$ cat config.mk
export PLATFORM = sky130hd
export DESIGN_NAME = cct_timer_status
export DESIGN_NICKNAME = d
export VERILOG_FILES = /design/src/inc/cct_pkg.sv /design/src/core/cct_timer_status.sv
export VERILOG_INCLUDE_DIRS = /design/src /design/src/inc
export SDC_FILE = /design/constraint.sdc
export NUM_CORES = 1
export LEC_CHECK = 0
export BUFFER_PORTS_ARGS = -buffer_cell sky130_fd_sc_hd__buf_2
export CAP_MARGIN = 20
export CORE_MARGIN = 2
export CORE_UTILIZATION = 55
export CTS_CLUSTER_DIAMETER = 100
export DETAILED_ROUTE_END_ITERATION = 8
export GPL_TIMING_DRIVEN = 0
export HOLD_SLACK_MARGIN = 0.15
export PLACE_DENSITY_LB_ADDON = 0.12
export SLEW_MARGIN = 20
export SYNTH_ARGS = -nofsm -noshare
export SYNTH_HDL_FRONTEND = slang
export SYNTH_SLANG_ARGS = --single-unit
$ cat constraint.sdc
create_clock -name clk -period 3.5 [get_ports clk]
set_input_delay 0.35 -clock clk [delete_from_list [all_inputs] [get_ports clk]]
set_output_delay 0.35 -clock clk [all_outputs]
set_load 0.05 [all_outputs]
$ cat src/inc/cct_params.svh
`ifndef CCT_PARAMS_SVH
`define CCT_PARAMS_SVH

// ****************************************
// register byte offsets
// ****************************************
`define CCT_OFS_FLAGS 8'h00
`define CCT_OFS_MODE 8'h04
`define CCT_OFS_UCNT 8'h08
`define CCT_OFS_LCNT 8'h0C
`define CCT_OFS_UCMP 8'h10
`define CCT_OFS_LCMP 8'h14

// ****************************************
// flags and clear control fields
// ****************************************
`define CCT_BIT_HOVF 7
`define CCT_BIT_HCMF 6
`define CCT_BIT_HOVIE 5
`define CCT_BIT_HCCLR 4
`define CCT_BIT_LOVF 3
`define CCT_BIT_LCMF 2
`define CCT_BIT_LOVIE 1
`define CCT_BIT_LCCLR 0

// ****************************************
// mode control fields
// ****************************************
`define CCT_BIT_ULEVEL 7
`define CCT_BIT_SPLIT 6
`define CCT_BIT_LLEVEL 3

// ****************************************
// clock select codes and reset values
// ****************************************
`define CCT_SEL_DIV32 3'h4
`define CCT_SEL_DIV16 3'h5
`define CCT_SEL_DIV4 3'h6
`define CCT_SEL_SLOW 3'h7
`define CCT_DIV_W 7
`define CCT_RST_REG 8'h00
`define CCT_RST_CMP 8'hFF
`define CCT_MAX8 8'hFF
`define CCT_MAX16 16'hFFFF

`endif

$ cat src/inc/cct_pkg.sv
package cct_pkg;
    typedef logic [7:0] cct_byte_t;
    typedef logic [15:0] cct_word_t;
    typedef logic [2:0] cct_sel_t;
    typedef logic [3:0] cct_flags_t;
endpackage

$ cat src/core/cct_timer_status.sv
// Implementation choices: the address map and the APB slave port.
`timescale 1ns/1ps
`include "cct_params.svh"

// Operation
// - upper rollover sets high overflow flag
// - flag clears by 0 after read 1
// - writing 1 to flags does nothing
// - upper match sets high match flag
// - bit 5 gates high overflow request
// - 16-bit mode clears whole counter
// - 8-bit mode clears upper counter only
// - lower rollover sets low overflow flag
// - lower match sets low match flag
// - bit 1 gates low overflow request
// - bit 0 clears lower on match
// - counter increments per selected clock pulse
// - compare on each count tick; clear, request, toggle
// - two independent 8-bit timers supported
// - mode bit selects 16 or 8-bit
// - 16-bit rollover sets high overflow flag
// - toggle outputs start at level, invert
// - overflow request needs local and controller enable; match request needs controller enable only
module cct_timer_status
    import cct_pkg::*;
(
    input wire logic clk,
    input wire logic reset_n,
    input wire logic psel,
    input wire logic penable,
    input wire logic pwrite,
    input wire logic [7:0] paddr,
    input wire logic [31:0] pwdata,
    input wire logic event_in,
    input wire logic event_rise_sel,
    input wire logic upper_irq_ctrl_enable,
    input wire logic lower_irq_ctrl_enable,
    output logic [31:0] prdata,
    output logic pready,
    output logic pslverr,
    output logic upper_toggle_out,
    output logic lower_toggle_out,
    output logic high_irq,
    output logic low_irq
);

    // ****************************************
    // state
    // ****************************************
    cct_flags_t flags_ff, armed_ff;
    logic high_overflow_irq_enable_ff, high_clear_on_match_ff;
    logic low_overflow_irq_enable_ff, low_clear_on_match_ff;
    cct_byte_t timer_mode_ctrl_ff;
    cct_byte_t upper_counter_ff, lower_counter_ff;
    cct_byte_t upper_compare_value_ff, lower_compare_value_ff;
    logic [`CCT_DIV_W-1:0] div_ff;
    logic ev_s1_ff, ev_s2_ff, ev_s3_ff;

    // ****************************************
    // bus decode
    // ****************************************
    logic setup, acc, hit;
    logic wr_flags, rd_flags, wr_mode, wr_ucnt, wr_lcnt, wr_ucmp, wr_lcmp;
    cct_byte_t timer_flags_and_clear_ctrl, nxt_rdata;

    assign setup = psel & ~penable;
    assign acc = psel & penable & pready;
    assign wr_flags = acc & pwrite & (paddr == `CCT_OFS_FLAGS);
    assign rd_flags = acc & ~pwrite & (paddr == `CCT_OFS_FLAGS);
    assign wr_mode = acc & pwrite & (paddr == `CCT_OFS_MODE);
    assign wr_ucnt = acc & pwrite & (paddr == `CCT_OFS_UCNT);
    assign wr_lcnt = acc & pwrite & (paddr == `CCT_OFS_LCNT);
    assign wr_ucmp = acc & pwrite & (paddr == `CCT_OFS_UCMP);
    assign wr_lcmp = acc & pwrite & (paddr == `CCT_OFS_LCMP);

    assign timer_flags_and_clear_ctrl = {flags_ff[3], flags_ff[2], high_overflow_irq_enable_ff,
        high_clear_on_match_ff, flags_ff[1], flags_ff[0], low_overflow_irq_enable_ff,
        low_clear_on_match_ff};

    always_comb begin
        hit = 1'b1;
        case (paddr)
            `CCT_OFS_FLAGS: nxt_rdata = timer_flags_and_clear_ctrl;
            `CCT_OFS_MODE: nxt_rdata = timer_mode_ctrl_ff;
            `CCT_OFS_UCNT: nxt_rdata = upper_counter_ff;
            `CCT_OFS_LCNT: nxt_rdata = lower_counter_ff;
            `CCT_OFS_UCMP: nxt_rdata = upper_compare_value_ff;
            `CCT_OFS_LCMP: nxt_rdata = lower_compare_value_ff;
            default: begin
                nxt_rdata = `CCT_RST_REG;
                hit = 1'b0;
            end
        endcase
    end

    // one wait-free answer: data is latched in setup, pready rises for the access cycle
    always_ff @(posedge clk or negedge reset_n) begin
        if (!reset_n) begin
            pready <= 1'b0;
            pslverr <= 1'b0;
            prdata <= 32'h0000_0000;
        end else if (setup) begin
            pready <= 1'b1;
            pslverr <= ~hit;
            prdata <= {24'h00_0000, nxt_rdata};
        end else begin
            pready <= 1'b0;
            pslverr <= 1'b0;
        end
    end

    // ****************************************
    // count sources
    // ****************************************
    logic split_mode_select, ev_edge, tick_h, tick_l;

    assign split_mode_select = timer_mode_ctrl_ff[`CCT_BIT_SPLIT];

    function automatic logic sel_tick(input cct_sel_t s, input logic ext,
                                      input logic [`CCT_DIV_W-1:0] d);
        case (s)
            `CCT_SEL_DIV32: sel_tick = &d[4:0];
            `CCT_SEL_DIV16: sel_tick = &d[3:0];
            `CCT_SEL_DIV4: sel_tick = &d[1:0];
            `CCT_SEL_SLOW: sel_tick = &d;
            default: sel_tick = ext;
        endcase
    endfunction

    always_ff @(posedge clk or negedge reset_n) begin
        if (!reset_n) begin
            div_ff <= '0;
        end else begin
            div_ff <= div_ff + 1'b1;
        end
    end

    // event pin is asynchronous, so it passes two stages before edge detection
    always_ff @(posedge clk or negedge reset_n) begin
        if (!reset_n) begin
            ev_s1_ff <= 1'b0;
            ev_s2_ff <= 1'b0;
            ev_s3_ff <= 1'b0;
        end else begin
            ev_s1_ff <= event_in;
            ev_s2_ff <= ev_s1_ff;
            ev_s3_ff <= ev_s2_ff;
        end
    end

    assign ev_edge = event_rise_sel ? (ev_s2_ff & ~ev_s3_ff) : (~ev_s2_ff & ev_s3_ff);
    assign tick_l = sel_tick(timer_mode_ctrl_ff[2:0], ev_edge, div_ff);
    assign tick_h = split_mode_select & sel_tick(timer_mode_ctrl_ff[6:4], 1'b0, div_ff);

    // ****************************************
    // compare, clear, overflow
    // ****************************************
    cct_word_t full_counter, full_compare_value;
    logic lo_match, hi16_match, hi8_match, hi_match;
    logic lo_clr, full_clr, hi_clr, lo_ovf, hi_ovf, carry;

    assign full_counter = {upper_counter_ff, lower_counter_ff};
    assign full_compare_value = {upper_compare_value_ff, lower_compare_value_ff};
    // a compare write in the same cycle voids that match
    assign lo_match = tick_l & (lower_counter_ff == lower_compare_value_ff) & ~wr_lcmp
        & ~wr_lcnt;
    assign hi16_match = ~split_mode_select & tick_l & (full_counter == full_compare_value)
        & ~wr_ucmp & ~wr_lcmp & ~wr_lcnt & ~wr_ucnt;
    assign hi8_match = tick_h & (upper_counter_ff == upper_compare_value_ff) & ~wr_ucmp
        & ~wr_ucnt;
    assign hi_match = hi16_match | hi8_match;
    assign lo_clr = lo_match & low_clear_on_match_ff;
    assign full_clr = hi16_match & high_clear_on_match_ff;
    assign hi_clr = hi8_match & high_clear_on_match_ff;
    // a counter write in the same cycle swallows the overflow
    assign lo_ovf = tick_l & (lower_counter_ff == `CCT_MAX8) & ~lo_clr & ~full_clr & ~wr_lcnt;
    assign carry = ~split_mode_select & tick_l & (lower_counter_ff == `CCT_MAX8) & ~lo_clr
        & ~full_clr;
    assign hi_ovf = split_mode_select
        ? (tick_h & (upper_counter_ff == `CCT_MAX8) & ~hi_clr & ~wr_ucnt)
        : (carry & (full_counter == `CCT_MAX16) & ~wr_ucnt & ~wr_lcnt);

    always_ff @(posedge clk or negedge reset_n) begin
        if (!reset_n) begin
            lower_counter_ff <= `CCT_RST_REG;
        end else if (wr_lcnt) begin
            lower_counter_ff <= pwdata[7:0];
        end else if (lo_clr | full_clr) begin
            lower_counter_ff <= `CCT_RST_REG;
        end else if (tick_l) begin
            lower_counter_ff <= lower_counter_ff + 8'h01;
        end
    end

    always_ff @(posedge clk or negedge reset_n) begin
        if (!reset_n) begin
            upper_counter_ff <= `CCT_RST_REG;
        end else if (wr_ucnt) begin
            upper_counter_ff <= pwdata[7:0];
        end else if (full_clr | hi_clr) begin
            upper_counter_ff <= `CCT_RST_REG;
        end else if (split_mode_select ? tick_h : carry) begin
            upper_counter_ff <= upper_counter_ff + 8'h01;
        end
    end

    always_ff @(posedge clk or negedge reset_n) begin
        if (!reset_n) begin
            upper_compare_value_ff <= `CCT_RST_CMP;
            lower_compare_value_ff <= `CCT_RST_CMP;
            timer_mode_ctrl_ff <= `CCT_RST_REG;
        end else begin
            if (wr_ucmp) begin
                upper_compare_value_ff <= pwdata[7:0];
            end
            if (wr_lcmp) begin
                lower_compare_value_ff <= pwdata[7:0];
            end
            if (wr_mode) begin
                timer_mode_ctrl_ff <= pwdata[7:0];
            end
        end
    end

    // ****************************************
    // flags, enables, outputs
    // ****************************************
    cct_flags_t set_ev, clr_ev;
    localparam int FLAG_POS [4] = '{`CCT_BIT_HOVF, `CCT_BIT_HCMF, `CCT_BIT_LOVF, `CCT_BIT_LCMF};

    assign set_ev = {hi_ovf, hi_match, lo_ovf, lo_match};

    generate
        for (genvar gi = 0; gi < 4; gi++) begin : g_flag
            // only a 0 after a read of 1 clears; written 1s are ignored
            assign clr_ev[gi] = wr_flags & ~pwdata[FLAG_POS[3-gi]] & armed_ff[gi];
            always_ff @(posedge clk or negedge reset_n) begin
                if (!reset_n) begin
                    flags_ff[gi] <= 1'b0;
                    armed_ff[gi] <= 1'b0;
                end else begin
                    flags_ff[gi] <= set_ev[gi] | (flags_ff[gi] & ~clr_ev[gi]);
                    if (wr_flags) begin
                        armed_ff[gi] <= 1'b0;
                    end else if (rd_flags & prdata[FLAG_POS[3-gi]]) begin
                        armed_ff[gi] <= 1'b1;
                    end
                end
            end
        end
    endgenerate

    always_ff @(posedge clk or negedge reset_n) begin
        if (!reset_n) begin
            high_overflow_irq_enable_ff <= 1'b0;
            high_clear_on_match_ff <= 1'b0;
            low_overflow_irq_enable_ff <= 1'b0;
            low_clear_on_match_ff <= 1'b0;
        end else if (wr_flags) begin
            high_overflow_irq_enable_ff <= pwdata[`CCT_BIT_HOVIE];
            high_clear_on_match_ff <= pwdata[`CCT_BIT_HCCLR];
            low_overflow_irq_enable_ff <= pwdata[`CCT_BIT_LOVIE];
            low_clear_on_match_ff <= pwdata[`CCT_BIT_LCCLR];
        end
    end

    // a mode write reloads the level, winning over a same-cycle toggle
    always_ff @(posedge clk or negedge reset_n) begin
        if (!reset_n) begin
            upper_toggle_out <= 1'b0;
            lower_toggle_out <= 1'b0;
        end else begin
            if (wr_mode) begin
                upper_toggle_out <= pwdata[`CCT_BIT_ULEVEL];
            end else if (hi_match) begin
                upper_toggle_out <= ~upper_toggle_out;
            end
            if (wr_mode) begin
                lower_toggle_out <= pwdata[`CCT_BIT_LLEVEL];
            end else if (lo_match) begin
                lower_toggle_out <= ~lower_toggle_out;
            end
        end
    end

    // requests are levels that follow the sticky flags
    always_ff @(posedge clk or negedge reset_n) begin
        if (!reset_n) begin
            high_irq <= 1'b0;
            low_irq <= 1'b0;
        end else begin
            high_irq <= upper_irq_ctrl_enable & ((flags_ff[3] & high_overflow_irq_enable_ff)
                | flags_ff[2]);
            low_irq <= lower_irq_ctrl_enable & ((flags_ff[1] & low_overflow_irq_enable_ff)
                | flags_ff[0]);
        end
    end

    // ****************************************
    // checks
    // ****************************************
    AST_HOVF_SET: assert property (@(posedge clk) disable iff (!reset_n)
        hi_ovf |=> flags_ff[3]) else $error("high overflow flag not set");
    AST_LOVF_SET: assert property (@(posedge clk) disable iff (!reset_n)
        lo_ovf |=> flags_ff[1]) else $error("low overflow flag not set");
    AST_NO_CLR_UNREAD: assert property (@(posedge clk) disable iff (!reset_n)
        (flags_ff[0] && !armed_ff[0] && !set_ev[0]) |=> flags_ff[0])
        else $error("match flag cleared without prior read");
    AST_ONE_NO_EFFECT: assert property (@(posedge clk) disable iff (!reset_n)
        (wr_flags && pwdata[`CCT_BIT_LCMF] && !flags_ff[0] && !set_ev[0]) |=> !flags_ff[0])
        else $error("writing one set a flag");
    AST_SET_WINS: assert property (@(posedge clk) disable iff (!reset_n)
        (clr_ev[2] && set_ev[2]) |=> flags_ff[2]) else $error("set lost to clear");
    AST_FULL_CLR: assert property (@(posedge clk) disable iff (!reset_n)
        (full_clr && !wr_lcnt && !wr_ucnt) |=> (upper_counter_ff == 8'h00
        && lower_counter_ff == 8'h00)) else $error("16-bit clear missed");
    AST_HI8_CLR: assert property (@(posedge clk) disable iff (!reset_n)
        hi_clr |=> upper_counter_ff == 8'h00) else $error("upper 8-bit clear missed");
    AST_LOW_INC: assert property (@(posedge clk) disable iff (!reset_n)
        (tick_l && !wr_lcnt && !lo_clr && !full_clr)
        |=> lower_counter_ff == $past(lower_counter_ff) + 8'h01)
        else $error("lower counter did not advance");
    AST_HI_IRQ_GATE: assert property (@(posedge clk) disable iff (!reset_n)
        (!upper_irq_ctrl_enable || !high_overflow_irq_enable_ff) && !flags_ff[2]
        |=> !high_irq) else $error("high request not gated");
    AST_TOGGLE: assert property (@(posedge clk) disable iff (!reset_n)
        (lo_match && !wr_mode) |=> lower_toggle_out != $past(lower_toggle_out))
        else $error("lower toggle missed");
    AST_SPLIT_HOLD: assert property (@(posedge clk) disable iff (!reset_n)
        (split_mode_select && !tick_h && !wr_ucnt) |=> $stable(upper_counter_ff))
        else $error("upper counter moved without its own tick");

endmodule

# Word level (Yosys, flattened, before mapping)
# Cells that the tools add are included.
[classes]
mul = 0
n_div = 0
shifts = 0
add_sub_neg = 3
mux = 27
bitwise_logic = 95
n_eq_ne = 19
order_cmp = 0
reduce_logical = 14
[op_table]
columns = ["operator", "count"]
rows = [
  ["1-bit AND", 63],
  ["8-bit two-way mux", 6],
  ["8-bit case mux with 6 select lines", 1],
  ["3-bit == test, second input constant", 8],
  ["1-bit NOT", 23],
  ["1-bit two-way mux", 18],
  ["8-bit by 1-bit adder with 8-bit output, second input constant", 2],
  ["16-bit == test", 1],
  ["16-bit == test, second input constant", 1],
  ["8-bit by 4-bit == test with 1-bit output, second input constant", 2],
  ["8-bit by 5-bit == test with 1-bit output, second input constant", 2],
  ["8-bit == test", 2],
  ["8-bit == test, second input constant", 2],
  ["2-bit nonzero test", 6],
  ["1-bit bitwise OR", 9],
  ["8-bit by 3-bit == test with 1-bit output, second input constant", 1],
  ["8-bit zero test", 1],
  ["1-bit case mux with 4 select lines", 2],
  ["7-bit by 1-bit adder with 7-bit output, second input constant", 1],
  ["7-bit AND reduction", 1],
  ["3-bit nonzero test", 2],
  ["6-bit OR reduction", 1],
  ["5-bit AND reduction", 1],
  ["4-bit AND reduction", 1],
  ["2-bit AND reduction", 1],
]
[totals]
inputBits = 49
ff_bits = 76
romBits = 0
mem_bits_rw = 0
output_inout_bits = 38
latchBits = 0
mem_count = 0
wordCells = 186

# Logic depth before layout (Yosys ltp)
# Gate-level depths: netlist (run 1).
[depth]
depth_word = 18
ltp_mapped = 12
depth_no_buf = 11

# Worst setup path after synthesis (run 1)
# No wires, ideal clock.
[synth_timing]
path_kind = "reg-to-reg"
start = "register div_ff[0]"
end = "register upper_counter_ff[6]"
n_path_buf = 1
synth_period_minus_slack_ns = 2.477
t_arrival_ns = 2.399
setup_slack_ns = 1.023
required_ns = 3.423
stages_incl_launch_ff = 13
path_cell_list = "dfrtp_1 > ha_1 > nand3_1 > inv_1 > ha_1 > mux2i_1 > o21ai_0 > o21ai_2 > nor3_2 > a211o_2 > buf_6 > a31o_1 > a21oi_1"
[synth_between]
elab_chain_len = 13
elab_cells_between_ends = 32
[synth_lines]
columns = ["item", "line", "source"]
rows = [
  ["from (decl)", "cct_timer_status.sv:56", "logic [`CCT_DIV_W-1:0] div_ff;"],
  ["from (signal assigned)", "cct_timer_status.sv:134", "div_ff <= div_ff + 1'b1;"],
  ["7-bit AND reduction, or another cell as far along", "cct_timer_status.sv:125", "`CCT_SEL_SLOW: sel_tick = &d;"],
  ["1-bit case mux with 4 select lines", "cct_timer_status.sv:121", "case (s)"],
  ["1-bit AND", "cct_timer_status.sv:167, cct_timer_status.sv:177", ""],
  ["1-bit AND", "cct_timer_status.sv:167", "assign hi16_match = ~split_mode_select & tick_l & (full_counter == full_compare_value)"],
  ["1-bit AND (4 in series)", "cct_timer_status.sv:168", "& ~wr_ucmp & ~wr_lcmp & ~wr_lcnt & ~wr_ucnt;"],
  ["1-bit AND", "cct_timer_status.sv:173", "assign full_clr = hi16_match & high_clear_on_match_ff;"],
  ["1-bit NOT", "cct_timer_status.sv:178", "& ~full_clr;"],
  ["1-bit AND", "cct_timer_status.sv:177", "assign carry = ~split_mode_select & tick_l & (lower_counter_ff == `CCT_MAX8) & ~lo_clr"],
  ["1-bit two-way mux", "cct_timer_status.sv:202", "end else if (split_mode_select ? tick_h : carry) begin"],
  ["3-bit nonzero test (no source line)", "-", ""],
  ["to (signal assigned)", "cct_timer_status.sv:199", "upper_counter_ff <= pwdata[7:0];"],
  ["to (signal assigned)", "cct_timer_status.sv:201", "upper_counter_ff <= `CCT_RST_REG;"],
  ["to (signal assigned)", "cct_timer_status.sv:203", "upper_counter_ff <= upper_counter_ff + 8'h01;"],
  ["to (decl)", "cct_timer_status.sv:54", "cct_byte_t upper_counter_ff, lower_counter_ff;"],
]
# Several ways; a longest one is shown, not always the timed one.
# A chain may end at the register's enable or synchronous reset.

# Worst setup path after layout (run 1)
[layout_timing]
start = "register div_ff[0]"
end = "register flags_ff[1]"
[layout_between]
elab_chain_len = 13
elab_cells_between_ends = 23
[layout_lines]
columns = ["item", "line", "source"]
rows = [
  ["7-bit AND reduction, or another cell as far along", "cct_timer_status.sv:125", ""],
  ["1-bit case mux with 4 select lines (*)", "cct_timer_status.sv:121", ""],
  ["1-bit AND (2 in series)", "cct_timer_status.sv:167", ""],
  ["1-bit AND (4 in series)", "cct_timer_status.sv:168", ""],
  ["1-bit AND", "cct_timer_status.sv:173", ""],
  ["1-bit NOT", "cct_timer_status.sv:176", "assign lo_ovf = tick_l & (lower_counter_ff == `CCT_MAX8) & ~lo_clr & ~full_clr & ~wr_lcnt;"],
  ["1-bit AND (*) (2 in series)", "cct_timer_status.sv:176", ""],
  ["1-bit bitwise OR (*)", "cct_timer_status.sv:242", "flags_ff[gi] <= set_ev[gi] | (flags_ff[gi] & ~clr_ev[gi]);"],
  ["to (signal, indexed assignment)", "cct_timer_status.sv:242", ""],
  ["to (decl)", "cct_timer_status.sv:50", "cct_flags_t flags_ff, armed_ff;"],
]
# Every way passes the cells marked *; elsewhere a longest branch is shown, timed or not.

==> results.py, run 1 <==
metrics = {
    "route": {
        "wl_mm": 11.04,
        "num_vias": 3599,
        "viasPerCell": 5.852,
        "firstDrtPassIters": 6,
        "ant_nets": 0,
        "drc": 0,
        "drt_iter0_markers": 260,
        "wl_per_cell_um": 17.95,
    },
    "clocking": {
        "cts_sinks": 76,
        "cts_max_level": 3,
        "cts_resized": 0,
        "clock_latency_ns": 0.37,
        "cts_root_buffer": "clkbuf_8",
        "clk_pin_slew_worst_paths_ns": 0.08,
        "postCtsSetupBuffers": 0,
        "cts_buffers": 9,
        "cts_buffer_depth": 2,
        "cts_tree": "yes",
    },
    "synth": {
        "syn_inst": 434,
        "synth.distinct_cells": 62,
        "synth_area_leaders": "dfrtp_1 35%, dfstp_2 9.8%, nand2_1 5.9%, mux2_2 5.5%, xor2_1 4.5%",
        "synth_area_um2": 4294,
        "ys_warn_count": 0,
        "async_flop_share_pct": 100.0,
        "synth_flop_cell": "dfrtp_1",
        "synth_edf_count": 0,
        "avgSynthCellArea_um2": 9.894,
        "synth_top_area_share_pct": 34.97,
        "yosysSeqAreaShare_pct": 44.76,
        "synth-seq-cells": 76,
        "synth_most_common_cell": "nand2_1",
        "synthTopCellsByCount": "67 x nand2_1, 60 x dfrtp_1, 24 x buf_4",
        "synth_top_area_cell": "dfrtp_1",
    },
    "setup_path": {
        "path_class": "register to register",
        "rr_startpoint": "div_ff[0]$_DFF_PN0_",
        "crit_start": "div_ff[0]$_DFF_PN0_",
        "required_ns": 3.76,
        "crit_arrival_ns": 3.38,
        "cp_max_fo": 10,
        "endpoint_kind": "register",
        "critPathLaunchType": "register",
    },
    "sta": {
        "clock.fmax_mhz": 320.5,
        "timing.hold.ws_ns": 0.2033,
        "hold_viol_final": 0,
        "slew-limit-headroom_pct": 38.87,
        "timing.final.crit_period_ns": 3.120,
        "period_share_pct": 89.15,
        "worstMarginPinSlew_ns": 0.9109,
        "slew_viol_final": 0,
        "setup-tns-final_ns": 0,
        "grt_setup_unrepaired": "false",
        "fin_skew_ns": 0.01375,
        "finalSetupViolCount": 0,
    },
    "final_layout": {
        "layout-drive-gt1-share_pct": 25.54,
        "antenna-diode-count": 0,
        "area.growth.synth_to_final_pct": 14.25,
        "fin_util_pct": 64.15,
        "layout.nets": 561,
    },
    "die": {
        "pin_count": 87,
        "die_y_um": 92.36,
        "initial_core_util_pct": 56.15,
        "rows": 32,
        "fp.dieW_um": 92.36,
        "design.core.area_um2": 7647,
        "die-area_um2": 8530,
    },
    "power_and_ir_drop": {
        "leakagePower_nw": 2.515,
        "vdd_drop_max_mv": 0.4325,
        "power_density_nw_per_um2": 401.1,
    },
    "global_route": {
        "grt_pass1_wl_mm": 17.48,
        "globalRouteOverflowTotal": 0,
        "antenna_found_initial": 0,
        "grt_pass1_vias": 3240,
        "groute.usage.overall_pct": 27.13,
        "grt_start_max_net_pins": 42,
    },
    "outcome": {
        "status": "complete, no violations",
    },
    "placed_design": {
        "port_buffers": 37,
        "dp_hpwl_mm": 7.894,
        "place_congestion": 0.9880,
    },
    "job": {
        "maxCapViolCount": 0,
    },
    "worst_hold_path": {
        "min-delay-start": "lower_irq_ctrl_enable",
        "min-delay-path-class": "primary input to register",
    },
}
==> per-layer routing <==
metal / GRT usage [%] / part of all wire (%) / vias up
met3: 5.045 / 8.5 / 24
met1: 40.29 / 46 / 1725
li1: - / - / 1667
met4: 11.94 / 2.7 / 0
met2: 38.75 / 43 / 183
met5: 0 / 0 / -
==> logic make-up after synthesis <==
group                    Yosys count  synth area share, %
AND/OR/NAND/NOR                  156                19.49
adder cells (fa/ha/maj)            4                1.166
buffers and inverters             52                6.964
other                              1              0.08733
AO/OA/AOI/OAI                     95                16.08
flip-flops                        76                44.76
XOR/XNOR                          28                5.711
multiplexers                      22                5.740
==> layout make-up <==
cell class	instances	area [µm²]
buffer	47	280.3
clock buffer	12	145.1
clock inverter	4	25.02
fill	647	2741
inverter	5	18.77
multi-input combinational	329	2160
sequential	76	1922
tap	102	127.6
timing repair buffer	40	227.7
==> where the power goes <==
group	internal [mW]	leakage [nW]	switching (mW)
combinational	0.122	1.49	0.255
sequential	0.929	0.941	0.0559
clock	0.275	0.0824	0.330
==> what timing repair did <==
| item | CTS | global route |
|---|---|---|
| endpoints found under the setup margin | 0 | 0 |
| hold endpoints to repair | 29 | 0 |
| hold buffers | 2 | 0 |
==> cell usage in the layout (no fill, tap or decap), types with 3 or more instances in the layout <==
master	n
and3_1	9
clkbuf_8	10
a31oi_1	3
conb_1	24
mux2_2	21
buf_2	41
o21ai_1	3
buf_1	3
a22oi_1	7
a221oi_1	6
a311oi_1	7
nand3_1	18
nand4_1	5
inv_1	5
a21o_1	15
nor2_1	15
nand2b_1	3
nor3_1	5
o31ai_1	6
and2_1	7
xnor2_1	6
nor4_1	7
buf_4	25
ha_1	4
dfstp_2	16
nand3b_1	4
a221o_1	3
clkbuf_1	16
a21oi_1	21
xor2_1	22
nand2_1	67
dfrtp_1	60
o21ai_0	5
==> path summary, 6_finish.rpt <==
kind	cells past startpoint	endpoint	slack (ns)
worst max-delay path	10	flags_ff[1]$_DFF_PN0_	0.38
worst min-delay path	2	low_irq$_DFF_PN0_	0.20
worst max register to register	10	flags_ff[1]$_DFF_PN0_	0.38
worst min register to register	0	ev_s2_ff$_DFF_PN0_	0.36
max in group asynchronous	3	upper_compare_value_ff[4]$_DFFE_PN1P_	2.37
min in group asynchronous	2	lower_counter_ff[2]$_DFFE_PN0P_	0.48
==> per-stage QoR <==
step | worst slack (ns) | power (mW) | instances | area, µm²
6_report | 0.3798 | 1.968 | 615 | 4906
5_1_grt | 0.1657 | 2.049 | 615 | 4906
4_1_cts | 0.4518 | 1.975 | 615 | 4906
3_5_place_dp | 0.4686 | 1.374 | 597 | 4716
3_3_place_gp | 0.5190 | 1.367 | 596 | 4693
2_1_floorplan | 1.023 | 1.264 | 457 | 4380
==> worst max-delay path: stages (launching register included) <==
cell,delay [ns]
dfrtp_1,0.37
ha_1,0.24
nand3_1,0.18
inv_1,0.09
ha_1,0.16
mux2i_1,0.07
o21ai_0,0.35
o21ai_2,0.21
nor3_2,0.49
o21ai_1,0.46
a32o_1,0.39
==> state kept, by name, summed over array words and instances (netlist names), 4 cells and up <==
signal / count
lower_compare_value_ff: 8
armed_ff: 4
upper_counter_ff: 8
upper_compare_value_ff: 8
flags_ff: 4
div_ff: 7
timer_mode_ctrl_ff: 8
lower_counter_ff: 8
prdata: 8
Power figures use the tool's default switching activity.
==> run 2, diff against run 1 <==
--- a/config.mk
+++ b/config.mk
@@ -14,7 +14,7 @@
 export DETAILED_ROUTE_END_ITERATION = 8
 export GPL_TIMING_DRIVEN = 0
 export HOLD_SLACK_MARGIN = 0.15
-export PLACE_DENSITY_LB_ADDON = 0.12
+export PLACE_DENSITY = 0.8
 export SLEW_MARGIN = 20
 export SYNTH_ARGS = -nofsm -noshare
 export SYNTH_HDL_FRONTEND = slang
==> results.py, run 2 (synthesized netlist as in run 1, its figures left out) <==
metrics = {
    "final_layout": {
        "fin_area_um2": 4969,
        "antenna-diode-count": 0,
        "layout.nets": 561,
        "final_cell_mix": "67 x nand2_1, 60 x dfrtp_1, 41 x buf_2",
        "layout.cells.most_common": "nand2_1",
        "area.growth.synth_to_final_pct": 15.71,
        "layout-drive-gt1-share_pct": 25.93,
    },
    "clocking": {
        "clk_pin_slew_worst_paths_ns": 0.09,
        "cts_buffer_depth": 2,
        "cts_tree": "yes",
        "clock_latency_ns": 0.36,
        "cts_sinks": 76,
        "cts_root_buffer": "clkbuf_8",
        "cts_max_level": 3,
        "cts_buffers": 9,
    },
    "setup_path": {
        "rr_worst_depth": 10,
        "endpoint_kind": "register",
        "cp_max_fo": 10,
        "rr_startpoint": "div_ff[0]$_DFF_PN0_",
        "required_ns": 3.75,
        "ff2ff_setup_slack_ns": 0.44,
        "reg2reg_to": "flags_ff[1]$_DFF_PN0_",
        "path_class": "register to register",
        "crit_arrival_ns": 3.31,
        "critPathLaunchType": "register",
    },
    "route": {
        "ant_nets": 0,
        "drc": 0,
        "wl_per_cell_um": 17.69,
        "viasPerCell": 5.982,
        "firstDrtPassIters": 6,
        "drt_iter0_markers": 483,
        "num_vias": 3679,
        "wl_mm": 10.88,
    },
    "sta": {
        "clock.fmax_mhz": 327.0,
        "setup-tns-final_ns": 0,
        "finalSetupViolCount": 0,
        "slew-limit-headroom_pct": 41.84,
        "fin_skew_ns": 0.01617,
        "worstMarginPinSlew_ns": 0.8665,
        "timing.final.crit_period_ns": 3.058,
        "period_share_pct": 87.36,
        "hold_viol_final": 0,
        "slew_viol_final": 0,
        "timing.hold.ws_ns": 0.2175,
        "grt_setup_unrepaired": "false",
    },
    "worst_hold_path": {
        "min_to": "low_irq$_DFF_PN0_",
        "min-delay-start": "lower_irq_ctrl_enable",
        "min-delay-path-class": "primary input to register",
        "hold_depth": 2,
    },
    "power_and_ir_drop": {
        "pwr-share-seq_pct": 45.9,
        "vdd_drop_max_mv": 0.2356,
        "pwr-share-clk_pct": 36.4,
        "p_sw_uw": 664.7,
        "switching_share_pct": 30.99,
        "leakagePower_nw": 2.550,
        "intPower_mw": 1.480,
        "power_density_nw_per_um2": 431.7,
        "p_comb_share_pct": 17.7,
    },
    "global_route": {
        "grt_pass1_vias": 3443,
        "grt_start_max_net_pins": 42,
        "globalRouteOverflowTotal": 0,
        "grt_pass1_wl_mm": 17.35,
        "groute.usage.overall_pct": 26.58,
        "antenna_found_initial": 0,
    },
    "placed_design": {
        "place_congestion": 1.076,
        "port_buffers": 37,
        "place_area_um2": 4716,
        "dp_hpwl_mm": 7.855,
    },
    "die": {
        "pin_count": 87,
        "initial_core_util_pct": 56.15,
        "die_y_um": 92.36,
        "fp.dieW_um": 92.36,
        "rows": 32,
        "design.core.area_um2": 7647,
        "die-area_um2": 8530,
    },
    "job": {
        "maxCapViolCount": 0,
    },
    "outcome": {
        "status": "complete, no violations",
    },
}
-- run 2: worst max path at each step --
stage	start	to	slack (ns)	depth (start not counted)
after floorplan	div_ff[0]$_DFF_PN0_	upper_counter_ff[6]$_DFFE_PN0P_	1.02	12
after global placement	div_ff[0]$_DFF_PN0_	flags_ff[1]$_DFF_PN0_	0.62	10
after detailed placement	div_ff[0]$_DFF_PN0_	flags_ff[1]$_DFF_PN0_	0.54	10
after CTS	div_ff[0]$_DFF_PN0_	flags_ff[1]$_DFF_PN0_	0.51	10
after global routing	div_ff[0]$_DFF_PN0_	flags_ff[1]$_DFF_PN0_	0.27	10
final	div_ff[0]$_DFF_PN0_	flags_ff[1]$_DFF_PN0_	0.44	10
-- run 2: repair_timing --
| action | in CTS | in global routing |
|---|---|---|
| hold buffers | 2 | 0 |
| setup buffers | 0 | 0 |
| resized for setup | 0 | 0 |
| endpoints found under the hold margin | 28 | 0 |
-- run 2: power groups by stage --
stage                     sequential (mW)  combinational [mW]  clock, mW
final                               0.984               0.381      0.781
after global placement              0.995               0.364          0
after CTS                           0.981               0.378      0.783
after floorplan                      1.06               0.209          0
after detailed placement            0.999               0.374          0
after global routing                0.991               0.407      0.828
-- run 2: cell type report --
type / count / area (µm²)
Multi-Input combinational cell: 329 / 2160
Tap cell: 102 / 127.6
Timing Repair Buffer: 40 / 227.7
Inverter: 5 / 18.77
Clock inverter: 6 / 95.09
Sequential cell: 76 / 1922
Buffer: 47 / 280.3
Clock buffer: 10 / 137.6
Fill cell: 615 / 2679
-- run 2: critical path, stage by stage, from the launching register on --
cell and delay [ns]:
dfrtp_1 0.38, ha_1 0.24, nand3_1 0.17, inv_1 0.08, ha_1 0.16, mux2i_1 0.07
o21ai_0 0.33, o21ai_2 0.20, nor3_2 0.48, o21ai_1 0.44, a32o_1 0.38
-- run 2: per-stage QoR --
stage / instances / worst slack [ns] / power, mW / utilization [%]
3_3_place_gp: 596 / 0.6208 / 1.359 / 61.37
5_1_grt: 615 / 0.2724 / 2.226 / 64.97
2_1_floorplan: 457 / 1.023 / 1.264 / -
3_5_place_dp: 597 / 0.5418 / 1.373 / 61.67
4_1_cts: 615 / 0.5098 / 2.143 / 64.97
6_report: 615 / 0.4423 / 2.145 / 64.97
-- run 2: per-layer routing --
layer	vias up	part of all wire (%)	global-route usage, %
met5	-	0	0
met4	0	4.5	14.80
met3	48	9.5	3.987
met2	224	44	40.51
met1	1744	42	36.53
li1	1663	-	-
